$ cat src/logic/ccb_regs.svh
/*
  ccb_regs.svh: register offsets, field positions, reset values and timing counts
  for the control bus controller register block.
  assumes: included by bare name from the test bench and the design file.
*/
`ifndef CCB_REGS_SVH
`define CCB_REGS_SVH

// register byte offsets
`define CCB_CTL_OFS        12'h000
`define CCB_CFG_OFS        12'h004
`define CCB_ISTAT_OFS      12'h008
`define CCB_IMASK_OFS      12'h00c

// control field positions
`define CCB_CTL_EN_BIT     0
`define CCB_CTL_START_BIT  1
`define CCB_CTL_EOM_BIT    2

// configuration field positions
`define CCB_CFG_SFT_LSB    0
`define CCB_CFG_SFT_MSB    2
`define CCB_CFG_RTOL_BIT   3
`define CCB_CFG_BRES_BIT   4
`define CCB_CFG_BREG_BIT   5
`define CCB_CFG_LPEG_BIT   6
`define CCB_CFG_BCSUP_BIT  7
`define CCB_CFG_FREE_TIME_START_OPTION_BIT 8
`define CCB_CFG_OAD_LSB    16
`define CCB_CFG_OAD_MSB    30
`define CCB_CFG_LISTEN_BIT 31
`define CCB_CFG_WMASK      32'hffff01ff

// reset values
`define CCB_CTL_RST        32'h00000000
`define CCB_CFG_RST        32'h00000000

// interrupt status bit positions
`define CCB_IRQ_DONE_BIT   0
`define CCB_IRQ_FAIL_BIT   1
`define CCB_IRQ_ERRB_BIT   2
`define CCB_IRQ_W          3

// timing: nominal data bit period 2.4 ms, half a period counted in clocks
`define CCB_CLK_MHZ        250
`define CCB_HALF_BIT_US    1200

`endif
$ cat src/logic/ccb_pkg.sv
/*
  ccb_pkg.sv: types shared by the control bus controller register block.
  assumes: nothing beyond the header of constants.
*/
package ccb_pkg;
  // transmit sequencer states
  typedef enum logic [1:0] {
    CCB_OFF  = 2'b00,  // controller disabled
    CCB_RX   = 2'b01,  // receiving state
    CCB_WAIT = 2'b10,  // counting signal free time
    CCB_SEND = 2'b11   // start bit sent, line released, frames going out
  } ccb_state_t;

  // reason the free time counter was started
  typedef enum logic [1:0] {
    CCB_SFT_FAIL = 2'b00,  // after failed transfer
    CCB_SFT_NEW  = 2'b01,  // as new initiator
    CCB_SFT_OK   = 2'b10   // after successful transfer
  } ccb_sft_t;
endpackage

$ cat src/logic/ccb_ctrl_cfg.sv
/*
  ccb_ctrl_cfg.sv: control and configuration registers of a single-wire control bus
  controller, its start sequencer, address filter and error-bit decisions.
  assumes: apb master on clk_i; bit timing, arbitration and error detectors outside
  report end and error flags and header addresses as one-cycle pulses on clk_i.
*/
// Register access over APB was chosen for this implementation.
`timescale 1ns/10ps
`include "ccb_regs.svh"

module ccb_ctrl_cfg (
  // clock and reset
  input  wire logic        clk_i,
  input  wire logic        sys_rst_i,
  // apb slave
  input  wire logic        psel_i,
  input  wire logic        penable_i,
  input  wire logic        pwrite_i,
  input  wire logic [11:0] paddr_i,
  input  wire logic [31:0] pwdata_i,
  input  wire logic [3:0]  pstrb_i,
  output logic      [31:0] prdata_o,
  output logic             pready_o,
  output logic             pslverr_o,
  // transmit engine flags, one-cycle pulses
  input  wire logic        tx_end_i,
  input  wire logic        tx_underrun_i,
  input  wire logic        tx_ack_err_i,
  input  wire logic        tx_err_i,
  input  wire logic        arb_fail_i,
  // receive side events, one-cycle pulses
  input  wire logic        hdr_valid_i,
  input  wire logic [3:0]  hdr_dest_i,
  input  wire logic        rising_edge_error_i,
  input  wire logic        long_period_error_i,
  input  wire logic        short_period_error_i,
  // bus line, open drain
  input  wire logic        line_i,
  output logic             line_o,
  output logic             line_oe_n_o,
  // decisions for the framing logic
  output logic             tx_active_o,
  output logic             eom_value_o,
  output logic             rx_accept_o,
  output logic             rx_ack_o,
  output logic             err_bit_o,
  output logic             receiving_o,
  output logic [31:0]      cfg_o,
  // interrupt
  output logic             irq_o
);
  import ccb_pkg::*;

  ////////////////////////////////////////////////////////////////////////////////
  // constants
  localparam int HALF_BIT_CYC = `CCB_HALF_BIT_US * `CCB_CLK_MHZ;  // half bit in clocks
  parameter int unsigned HALF_BIT = HALF_BIT_CYC;                  // shortened in sim
  localparam logic [3:0] BCAST = 4'hf;                              // broadcast address

  ////////////////////////////////////////////////////////////////////////////////
  // registers and state
  logic        en_q;             // controller enable
  logic        start_q;          // send message start
  logic        eom_q;            // end of message value
  logic [31:0] cfg_q;            // configuration word
  logic [`CCB_IRQ_W-1:0] ist_q;  // sticky interrupt status
  logic [`CCB_IRQ_W-1:0] imsk_q; // interrupt mask
  ccb_state_t  st_q;             // sequencer state
  ccb_sft_t    why_q;            // reason free time started
  logic [19:0] half_q;           // half bit period timer
  logic [3:0]  halves_q;         // half periods counted
  logic [3:0]  need_d;           // half periods needed
  logic        line_s1_q;        // synchroniser first stage
  logic        line_s2_q;        // synchronised line
  logic        bcast_q;          // current message broadcast
  logic        err_q;            // error bit request
  logic        hdr_own_d;        // destination owned

  // bus decode
  logic wr_en;
  logic rd_en;
  logic tx_stop;
  logic sft_done;
  logic [31:0] rd_d;
  logic [`CCB_IRQ_W-1:0] ev_d;

  assign wr_en   = psel_i && penable_i && pwrite_i;
  assign rd_en   = psel_i && penable_i && !pwrite_i;
  assign tx_stop = tx_end_i || tx_underrun_i || tx_ack_err_i || tx_err_i;

  ////////////////////////////////////////////////////////////////////////////////
  // enable bit
  always_ff @(posedge clk_i) begin
    if (sys_rst_i) begin
      en_q <= 1'b0;
    end else if (wr_en && paddr_i == `CCB_CTL_OFS && pstrb_i[0]) begin
      en_q <= pwdata_i[`CCB_CTL_EN_BIT];
    end
  end

  // start and end bits: set only when enabled, cleared by hardware
  always_ff @(posedge clk_i) begin
    if (sys_rst_i) begin
      start_q <= 1'b0;
      eom_q   <= 1'b0;
    end else if (!en_q || tx_stop) begin
      start_q <= 1'b0;
      eom_q   <= 1'b0;
    end else if (wr_en && paddr_i == `CCB_CTL_OFS && pstrb_i[0]) begin
      // software writes of zero are ignored; engine stop flags or disabling clear
      if (pwdata_i[`CCB_CTL_START_BIT]) begin
        start_q <= 1'b1;
      end
      if (pwdata_i[`CCB_CTL_EOM_BIT]) begin
        eom_q <= 1'b1;
      end
    end
  end

  // configuration: writes take effect only while disabled
  always_ff @(posedge clk_i) begin
    if (sys_rst_i) begin
      cfg_q <= `CCB_CFG_RST;
    end else if (wr_en && paddr_i == `CCB_CFG_OFS && !en_q) begin
      for (int b = 0; b < 4; b++) begin
        if (pstrb_i[b]) begin
          cfg_q[b*8 +: 8] <= pwdata_i[b*8 +: 8] & 8'(`CCB_CFG_WMASK >> (b*8));
        end
      end
    end
  end

  ////////////////////////////////////////////////////////////////////////////////
  // sequencer: off, receiving, free time, sending
  always_ff @(posedge clk_i) begin
    if (sys_rst_i) begin
      st_q  <= CCB_OFF;
      why_q <= CCB_SFT_NEW;
    end else if (!en_q) begin
      st_q <= CCB_OFF;
    end else begin
      unique case (st_q)
        CCB_OFF: begin
          // free time may start at enable when the option is set
          st_q <= cfg_q[`CCB_CFG_FREE_TIME_START_OPTION_BIT] ? CCB_WAIT : CCB_RX;
          why_q <= CCB_SFT_NEW;
        end
        CCB_RX: begin
          if (start_q) begin
            st_q <= CCB_WAIT;
          end
        end
        CCB_WAIT: begin
          if (!start_q && !cfg_q[`CCB_CFG_FREE_TIME_START_OPTION_BIT]) begin
            st_q <= CCB_RX;
          end else if (sft_done && start_q) begin
            st_q <= CCB_SEND;
          end
        end
        CCB_SEND: begin
          if (tx_stop || arb_fail_i) begin
            st_q  <= cfg_q[`CCB_CFG_FREE_TIME_START_OPTION_BIT] ? CCB_WAIT : CCB_RX;
            why_q <= tx_end_i ? CCB_SFT_OK : CCB_SFT_FAIL;
          end
        end
      endcase
    end
  end

  ////////////////////////////////////////////////////////////////////////////////
  // free time length in half bit periods
  always_comb begin
    need_d = 4'h0;
    if (cfg_q[`CCB_CFG_SFT_MSB:`CCB_CFG_SFT_LSB] == 3'h0) begin
      unique case (why_q)
        CCB_SFT_FAIL: need_d = 4'h6;
        CCB_SFT_NEW:  need_d = 4'ha;
        default:      need_d = 4'he;
      endcase
    end else begin
      need_d = {cfg_q[`CCB_CFG_SFT_MSB:`CCB_CFG_SFT_LSB], 1'b1};
    end
  end

  // free time timer restarts whenever the line is low or not waiting
  always_ff @(posedge clk_i) begin
    if (sys_rst_i || st_q != CCB_WAIT || !line_s2_q) begin
      half_q   <= 20'h00000;
      halves_q <= 4'h0;
    end else if (!sft_done) begin
      if (half_q == 20'(HALF_BIT - 1)) begin
        half_q   <= 20'h00000;
        halves_q <= halves_q + 4'h1;
      end else begin
        half_q <= half_q + 20'h00001;
      end
    end
  end
  assign sft_done = halves_q >= need_d;

  // line synchroniser
  always_ff @(posedge clk_i) begin
    if (sys_rst_i) begin
      line_s1_q <= 1'b1;
      line_s2_q <= 1'b1;
    end else begin
      line_s1_q <= line_i;
      line_s2_q <= line_s1_q;
    end
  end

  ////////////////////////////////////////////////////////////////////////////////
  // address filter and error-bit decisions
  always_comb begin
    hdr_own_d = 1'b0;
    if (hdr_dest_i != BCAST) begin
      hdr_own_d = cfg_q[`CCB_CFG_OAD_LSB + hdr_dest_i];
    end
  end

  always_ff @(posedge clk_i) begin
    if (sys_rst_i || !en_q) begin
      rx_accept_o <= 1'b0;
      rx_ack_o    <= 1'b0;
      bcast_q     <= 1'b0;
    end else if (hdr_valid_i) begin
      bcast_q     <= hdr_dest_i == BCAST;
      // owned or broadcast accepted; listen takes the rest silently
      rx_accept_o <= hdr_own_d || hdr_dest_i == BCAST || cfg_q[`CCB_CFG_LISTEN_BIT];
      rx_ack_o    <= hdr_own_d;
    end
  end

  always_ff @(posedge clk_i) begin
    if (sys_rst_i) begin
      err_q <= 1'b0;
    end else if (bcast_q) begin
      err_q <= !cfg_q[`CCB_CFG_BCSUP_BIT] && (rising_edge_error_i || long_period_error_i
               || (short_period_error_i && cfg_q[`CCB_CFG_LISTEN_BIT]));
    end else begin
      err_q <= long_period_error_i && cfg_q[`CCB_CFG_LPEG_BIT];
    end
  end

  ////////////////////////////////////////////////////////////////////////////////
  // interrupts: set wins over write-one clear
  assign ev_d = {err_q, tx_ack_err_i | tx_err_i | tx_underrun_i, tx_end_i};
  always_ff @(posedge clk_i) begin
    if (sys_rst_i) begin
      ist_q  <= '0;
      imsk_q <= '0;
    end else begin
      if (wr_en && paddr_i == `CCB_IMASK_OFS && pstrb_i[0]) begin
        imsk_q <= pwdata_i[`CCB_IRQ_W-1:0];
      end
      if (wr_en && paddr_i == `CCB_ISTAT_OFS && pstrb_i[0]) begin
        ist_q <= (ist_q & ~pwdata_i[`CCB_IRQ_W-1:0]) | ev_d;
      end else begin
        ist_q <= ist_q | ev_d;
      end
    end
  end
  assign irq_o = |(ist_q & imsk_q);

  ////////////////////////////////////////////////////////////////////////////////
  // read mux and registered read data
  always_comb begin
    rd_d = 32'h00000000;
    unique case (paddr_i)
      `CCB_CTL_OFS:   rd_d = {29'h0, eom_q, start_q, en_q};
      `CCB_CFG_OFS:   rd_d = cfg_q;
      `CCB_ISTAT_OFS: rd_d = {29'h0, ist_q};
      `CCB_IMASK_OFS: rd_d = {29'h0, imsk_q};
      default:        rd_d = 32'h00000000;
    endcase
  end

  always_ff @(posedge clk_i) begin
    if (sys_rst_i) begin
      prdata_o <= 32'h00000000;
    end else if (psel_i && !penable_i && !pwrite_i) begin
      prdata_o <= rd_d;
    end
  end

  assign pready_o  = 1'b1;
  assign pslverr_o = psel_i && penable_i && paddr_i != `CCB_CTL_OFS && paddr_i != `CCB_CFG_OFS
                     && paddr_i != `CCB_ISTAT_OFS && paddr_i != `CCB_IMASK_OFS;

  // outputs to framing logic; line driven low only for the start bit here
  assign tx_active_o = st_q == CCB_SEND;
  assign eom_value_o = eom_q;
  assign receiving_o = st_q == CCB_RX;
  assign err_bit_o   = err_q;
  assign cfg_o       = cfg_q;
  assign line_o      = 1'b0;
  assign line_oe_n_o = !(st_q == CCB_WAIT && sft_done && start_q);

  ////////////////////////////////////////////////////////////////////////////////
  // assertions
  start_clear_a: assert property (@(posedge clk_i) disable iff (sys_rst_i)
    (tx_stop || !en_q) |=> !start_q && !eom_q) else $error("start not cleared");
  eom_like_a: assert property (@(posedge clk_i) disable iff (sys_rst_i)
    $fell(start_q) |-> !eom_q) else $error("end bit outlived start");
  set_gate_a: assert property (@(posedge clk_i) disable iff (sys_rst_i)
    $rose(start_q) |-> $past(en_q)) else $error("start set while disabled");
  abort_a: assert property (@(posedge clk_i) disable iff (sys_rst_i)
    !en_q |=> st_q == CCB_OFF) else $error("disable did not abort");
  pending_a: assert property (@(posedge clk_i) disable iff (sys_rst_i)
    tx_active_o |-> start_q || $past(start_q)) else $error("sending without start");
  cfg_lock_a: assert property (@(posedge clk_i) disable iff (sys_rst_i)
    $past(en_q) && en_q |-> $stable(cfg_q)) else $error("config changed while enabled");
  ack_own_a: assert property (@(posedge clk_i) disable iff (sys_rst_i || !en_q)
    hdr_valid_i && hdr_dest_i != BCAST |=> rx_ack_o == $past(hdr_own_d)) else $error("ack wrong");
  lp_err_a: assert property (@(posedge clk_i) disable iff (sys_rst_i)
    !bcast_q && long_period_error_i |=> err_q == $past(cfg_q[`CCB_CFG_LPEG_BIT]))
    else $error("long period error bit wrong");
  bc_sup_a: assert property (@(posedge clk_i) disable iff (sys_rst_i)
    bcast_q && cfg_q[`CCB_CFG_BCSUP_BIT] |=> !err_q) else $error("suppressed error bit driven");
endmodule // ccb_ctrl_cfg

$ cat config.mk
export PLATFORM = sky130hd
export DESIGN_NAME = ccb_ctrl_cfg
export DESIGN_NICKNAME = d
export VERILOG_FILES = /design/src/logic/ccb_pkg.sv /design/src/logic/ccb_ctrl_cfg.sv
export VERILOG_INCLUDE_DIRS = /design/src /design/src/logic
export SDC_FILE = /design/constraint.sdc
export NUM_CORES = 1
export LEC_CHECK = 0
export BUFFER_PORTS_ARGS = -buffer_cell sky130_fd_sc_hd__buf_2
export CELL_PAD_IN_SITES_DETAIL_PLACEMENT = 0
export CELL_PAD_IN_SITES_GLOBAL_PLACEMENT = 1
export CORE_MARGIN = 3
export CORE_UTILIZATION = 38
export CTS_BUF_LIST = sky130_fd_sc_hd__clkbuf_16
export CTS_CLUSTER_SIZE = 40
export DETAILED_ROUTE_END_ITERATION = 7
export PLACE_DENSITY = 0.78
export SLEW_MARGIN = 20
export SYNTH_ARGS = -nofsm -noshare
export SYNTH_HDL_FRONTEND = slang
export SYNTH_SLANG_ARGS = --single-unit
$ cat constraint.sdc
create_clock -name clk_i -period 2.6 [get_ports clk_i]
set_input_delay 0 -clock clk_i [delete_from_list [all_inputs] [get_ports clk_i]]
set_output_delay 0 -clock clk_i [all_outputs]
set_load 0.005 [all_outputs]
==> impl_metrics.ini <==
[status]
status = complete, no violations

[grt]
grt_overflow = 0
grt_pass1_wl_um = 18600
grt_pass1_vias = 3830
grt_antenna_before_repair = 0
grtUsageTotal = 0.181
grt_max_degree = 34

[clock_tree]
clock_latency_ps = 340
clockRootBuffer = clkbuf_16
path_clk_slew_ps = 70
cts_tree = yes
cts_max_path_buffers = 2
cts_made_buffers = 9
cts.sinks = 93
cts_max_level = 3

[routing]
drt_iter0_markers = 151
ant_nets = 0
wirelength_um = 11400
dr.pass1.iters = 4
wl_per_cell_um = 15.4
route.detailed.drc = 0
num_vias = 3793
via_per_inst = 5.12

[sta]
tightestPinTransition_ps = 549
hold_viol = 0
finalSetupTns_ps = 0
finalClockSkew_ps = 5.00
fmax_mhz = 421
setup_ws_ps = 227
maxSlewHeadroom = 0.631
period_minus_slack_ps = 2370
rsz0062_at_grt = false
report.final.slew_viol_count = 0
fin_crit_sh = 0.913
setup_viol = 0

[finish]
antennaDiodeCount = 0
layout-drive-gt1-share = 0.283
regArea_mm2 = 0.00186
num-nets-final = 673
nFillCells = 996
final_common_cell = buf_2
area_delta_synth_final_pct = 31.0
multi_input_area_mm2 = 0.00231
final_cells = 741
mostFrequentLayoutCells = 118 x buf_2, 93 x dfxtp_1, 69 x nor2_1, 35 x mux2i_1, 31 x dlygate4sd3_1

[place]
dp_slack_ps = 81.2
place_congestion = 0.817
place_hpwl_um = 8340
io_buffer_count = 118
post-place-cells = 694

[logic_synthesis]
async_reset_ff_frac = 0
synth-main-ff-cell = dfxtp_1
synth_edf_count = 0
synth_area_mm2 = 0.00435
syn_inst = 450
synth_cell_types = 58
synth_warnings = 0
synth_seq_cells = 93
ys_seq_area_frac = 0.428
syn_avg_cell_area_um2 = 9.66

[setup_path]
r2r_slack_ps = 230
crit_required_ps = 2870
critPathCaptureType = register
critPathSlowestCell = a2111oi_4
critPathKind = register to register
critPathLaunchType = register
cp.arrival_ps = 2640
slowest_delay_ps = 390
critical_path_peak_fanout = 14
cp_cell_sequence = nor3_2 -> inv_1 -> ha_1 -> nand2b_4 -> a2111oi_4 -> buf_12 -> o211ai_4 -> or3_1 -> a21oi_1

[floorplan]
die_x_um = 113
io-pin-count = 142
fp.dieArea_mm2 = 0.0128
start_util = 0.396
die_h_um = 113
rows = 38
core_area_mm2 = 0.0110

[power]
peakVddDrop_mv = 0.414
power_density_mw_per_mm2 = 525
leakage_nw = 2.60

[flow_run]
cap_violations = 0

[hold_path]
min_path_type = input port to register
## worst paths after layout
kind	startpoint	to	depth (start not counted)
hold / removal	hdr_dest_i[0]	rx_accept_o	3
setup / recovery	cfg_o[1]	halves_q[3]	9
hold reg to reg	line_s1_q	line_s2_q	1
setup reg to reg	cfg_o[1]	halves_q[3]	9
## registers in the layout, indices dropped and copies added (netlist names)
signal,flops
rx_accept_o,1
en_q,1
cfg_o,25
ist_q,3
imsk_q,3
eom_value_o,1
prdata_o,25
why_q,2
bcast_q,1
start_q,1
line_s1_q,1
halves_q,4
half_q,20
err_bit_o,1
st_q,2
rx_ack_o,1
line_s2_q,1
## metal layers
metal  wire length (µm)  global-route usage  vias to the layer above
met4                 78              0.0441                        0
met2               5860               0.313                       97
met5                  0                   0                        -
met3                696              0.0631                        6
li1                   -                   -                     1892
met1               4750               0.215                     1798
## cell families (layout without fill, tap and decap cells)
| group | Yosys count | count (layout) | share of synthesized area |
|---|---|---|---|
| multiplexers | 44 | 44 | 0.122 |
| adder cells (fa/ha/maj) | 10 | 10 | 0.0288 |
| XOR/XNOR | 10 | 10 | 0.0202 |
| flip-flops | 93 | 93 | 0.428 |
| AND/OR/NAND/NOR | 157 | 157 | 0.194 |
| AO/OA/AOI/OAI | 86 | 86 | 0.149 |
| other | 2 | 16 | 0.00173 |
| buffers and inverters | 48 | 185 | 0.0561 |
## power breakdown
group	internal (mW)	switching [mW]
clock network	0.848	0.565
registers	1.43	0.00202
logic	0.0788	0.0700
## critical path, delay by kind of cell, from the launching register on
kind,cells,cell delay [ps]
simple gates,3,710
compound gates,3,680
flops,1,350
buf+inv,2,280
fa+ha+maj,1,270
## final cells by class
type	count	share of cell area
sequential	93	0.327
clock buffer	9	0.0396
tap	140	0.0308
inverter	12	0.00791
clock inverter	7	0.0167
timing repair buffer	157	0.173
multi-input combinational	323	0.405
## synthesized netlist by cell type, types with 3 or more instances
library cell / count / area [µm²]
and3_1: 5 / 31.3
xor2_1: 8 / 70.1
a31oi_1: 5 / 31.3
nor3_1: 7 / 35.0
mux4_2: 7 / 158
nor2_1: 69 / 259
a21oi_1: 19 / 95.1
buf_4: 16 / 120
o2111ai_1: 6 / 52.6
ha_1: 10 / 125
inv_1: 12 / 45.0
o21ai_0: 10 / 50.1
clkbuf_1: 16 / 60.1
o211ai_1: 6 / 45.0
nand2b_1: 5 / 31.3
dfxtp_1: 93 / 1860
and4_1: 4 / 35.0
nand3_1: 13 / 65.1
mux2i_1: 35 / 350
or3_1: 7 / 43.8
nor3b_1: 3 / 22.5
nand3_2: 3 / 30.0
nand2_1: 12 / 45.0
a211oi_1: 3 / 22.5
nand4_1: 5 / 31.3
or2_2: 4 / 25.0
a22o_1: 23 / 201
buf_2: 3 / 15.0
and2_1: 3 / 18.8
## metrics by stage
stage | utilization | power, mW | hold slack [ps] | area (µm²)
CTS | 0.518 | 3.04 | 6.22 | 5690
floorplan | - | 1.53 | 89.9 | 4400
global route | 0.518 | 3.11 | 23.8 | 5690
finish | 0.518 | 2.99 | 25.0 | 5690
global placement | 0.461 | 1.57 | 188 | 5060
detailed placement | 0.461 | 1.58 | 187 | 5060
## timing repair
item / 4_1_cts / 5_1_grt
hold endpoints to repair: 36 / 0
buffers inserted: 0 / 0
hold buffers: 31 / 0
setup endpoints to repair: 0 / 14
resized for setup: 0 / 1
(Power assumes the default switching activity.)
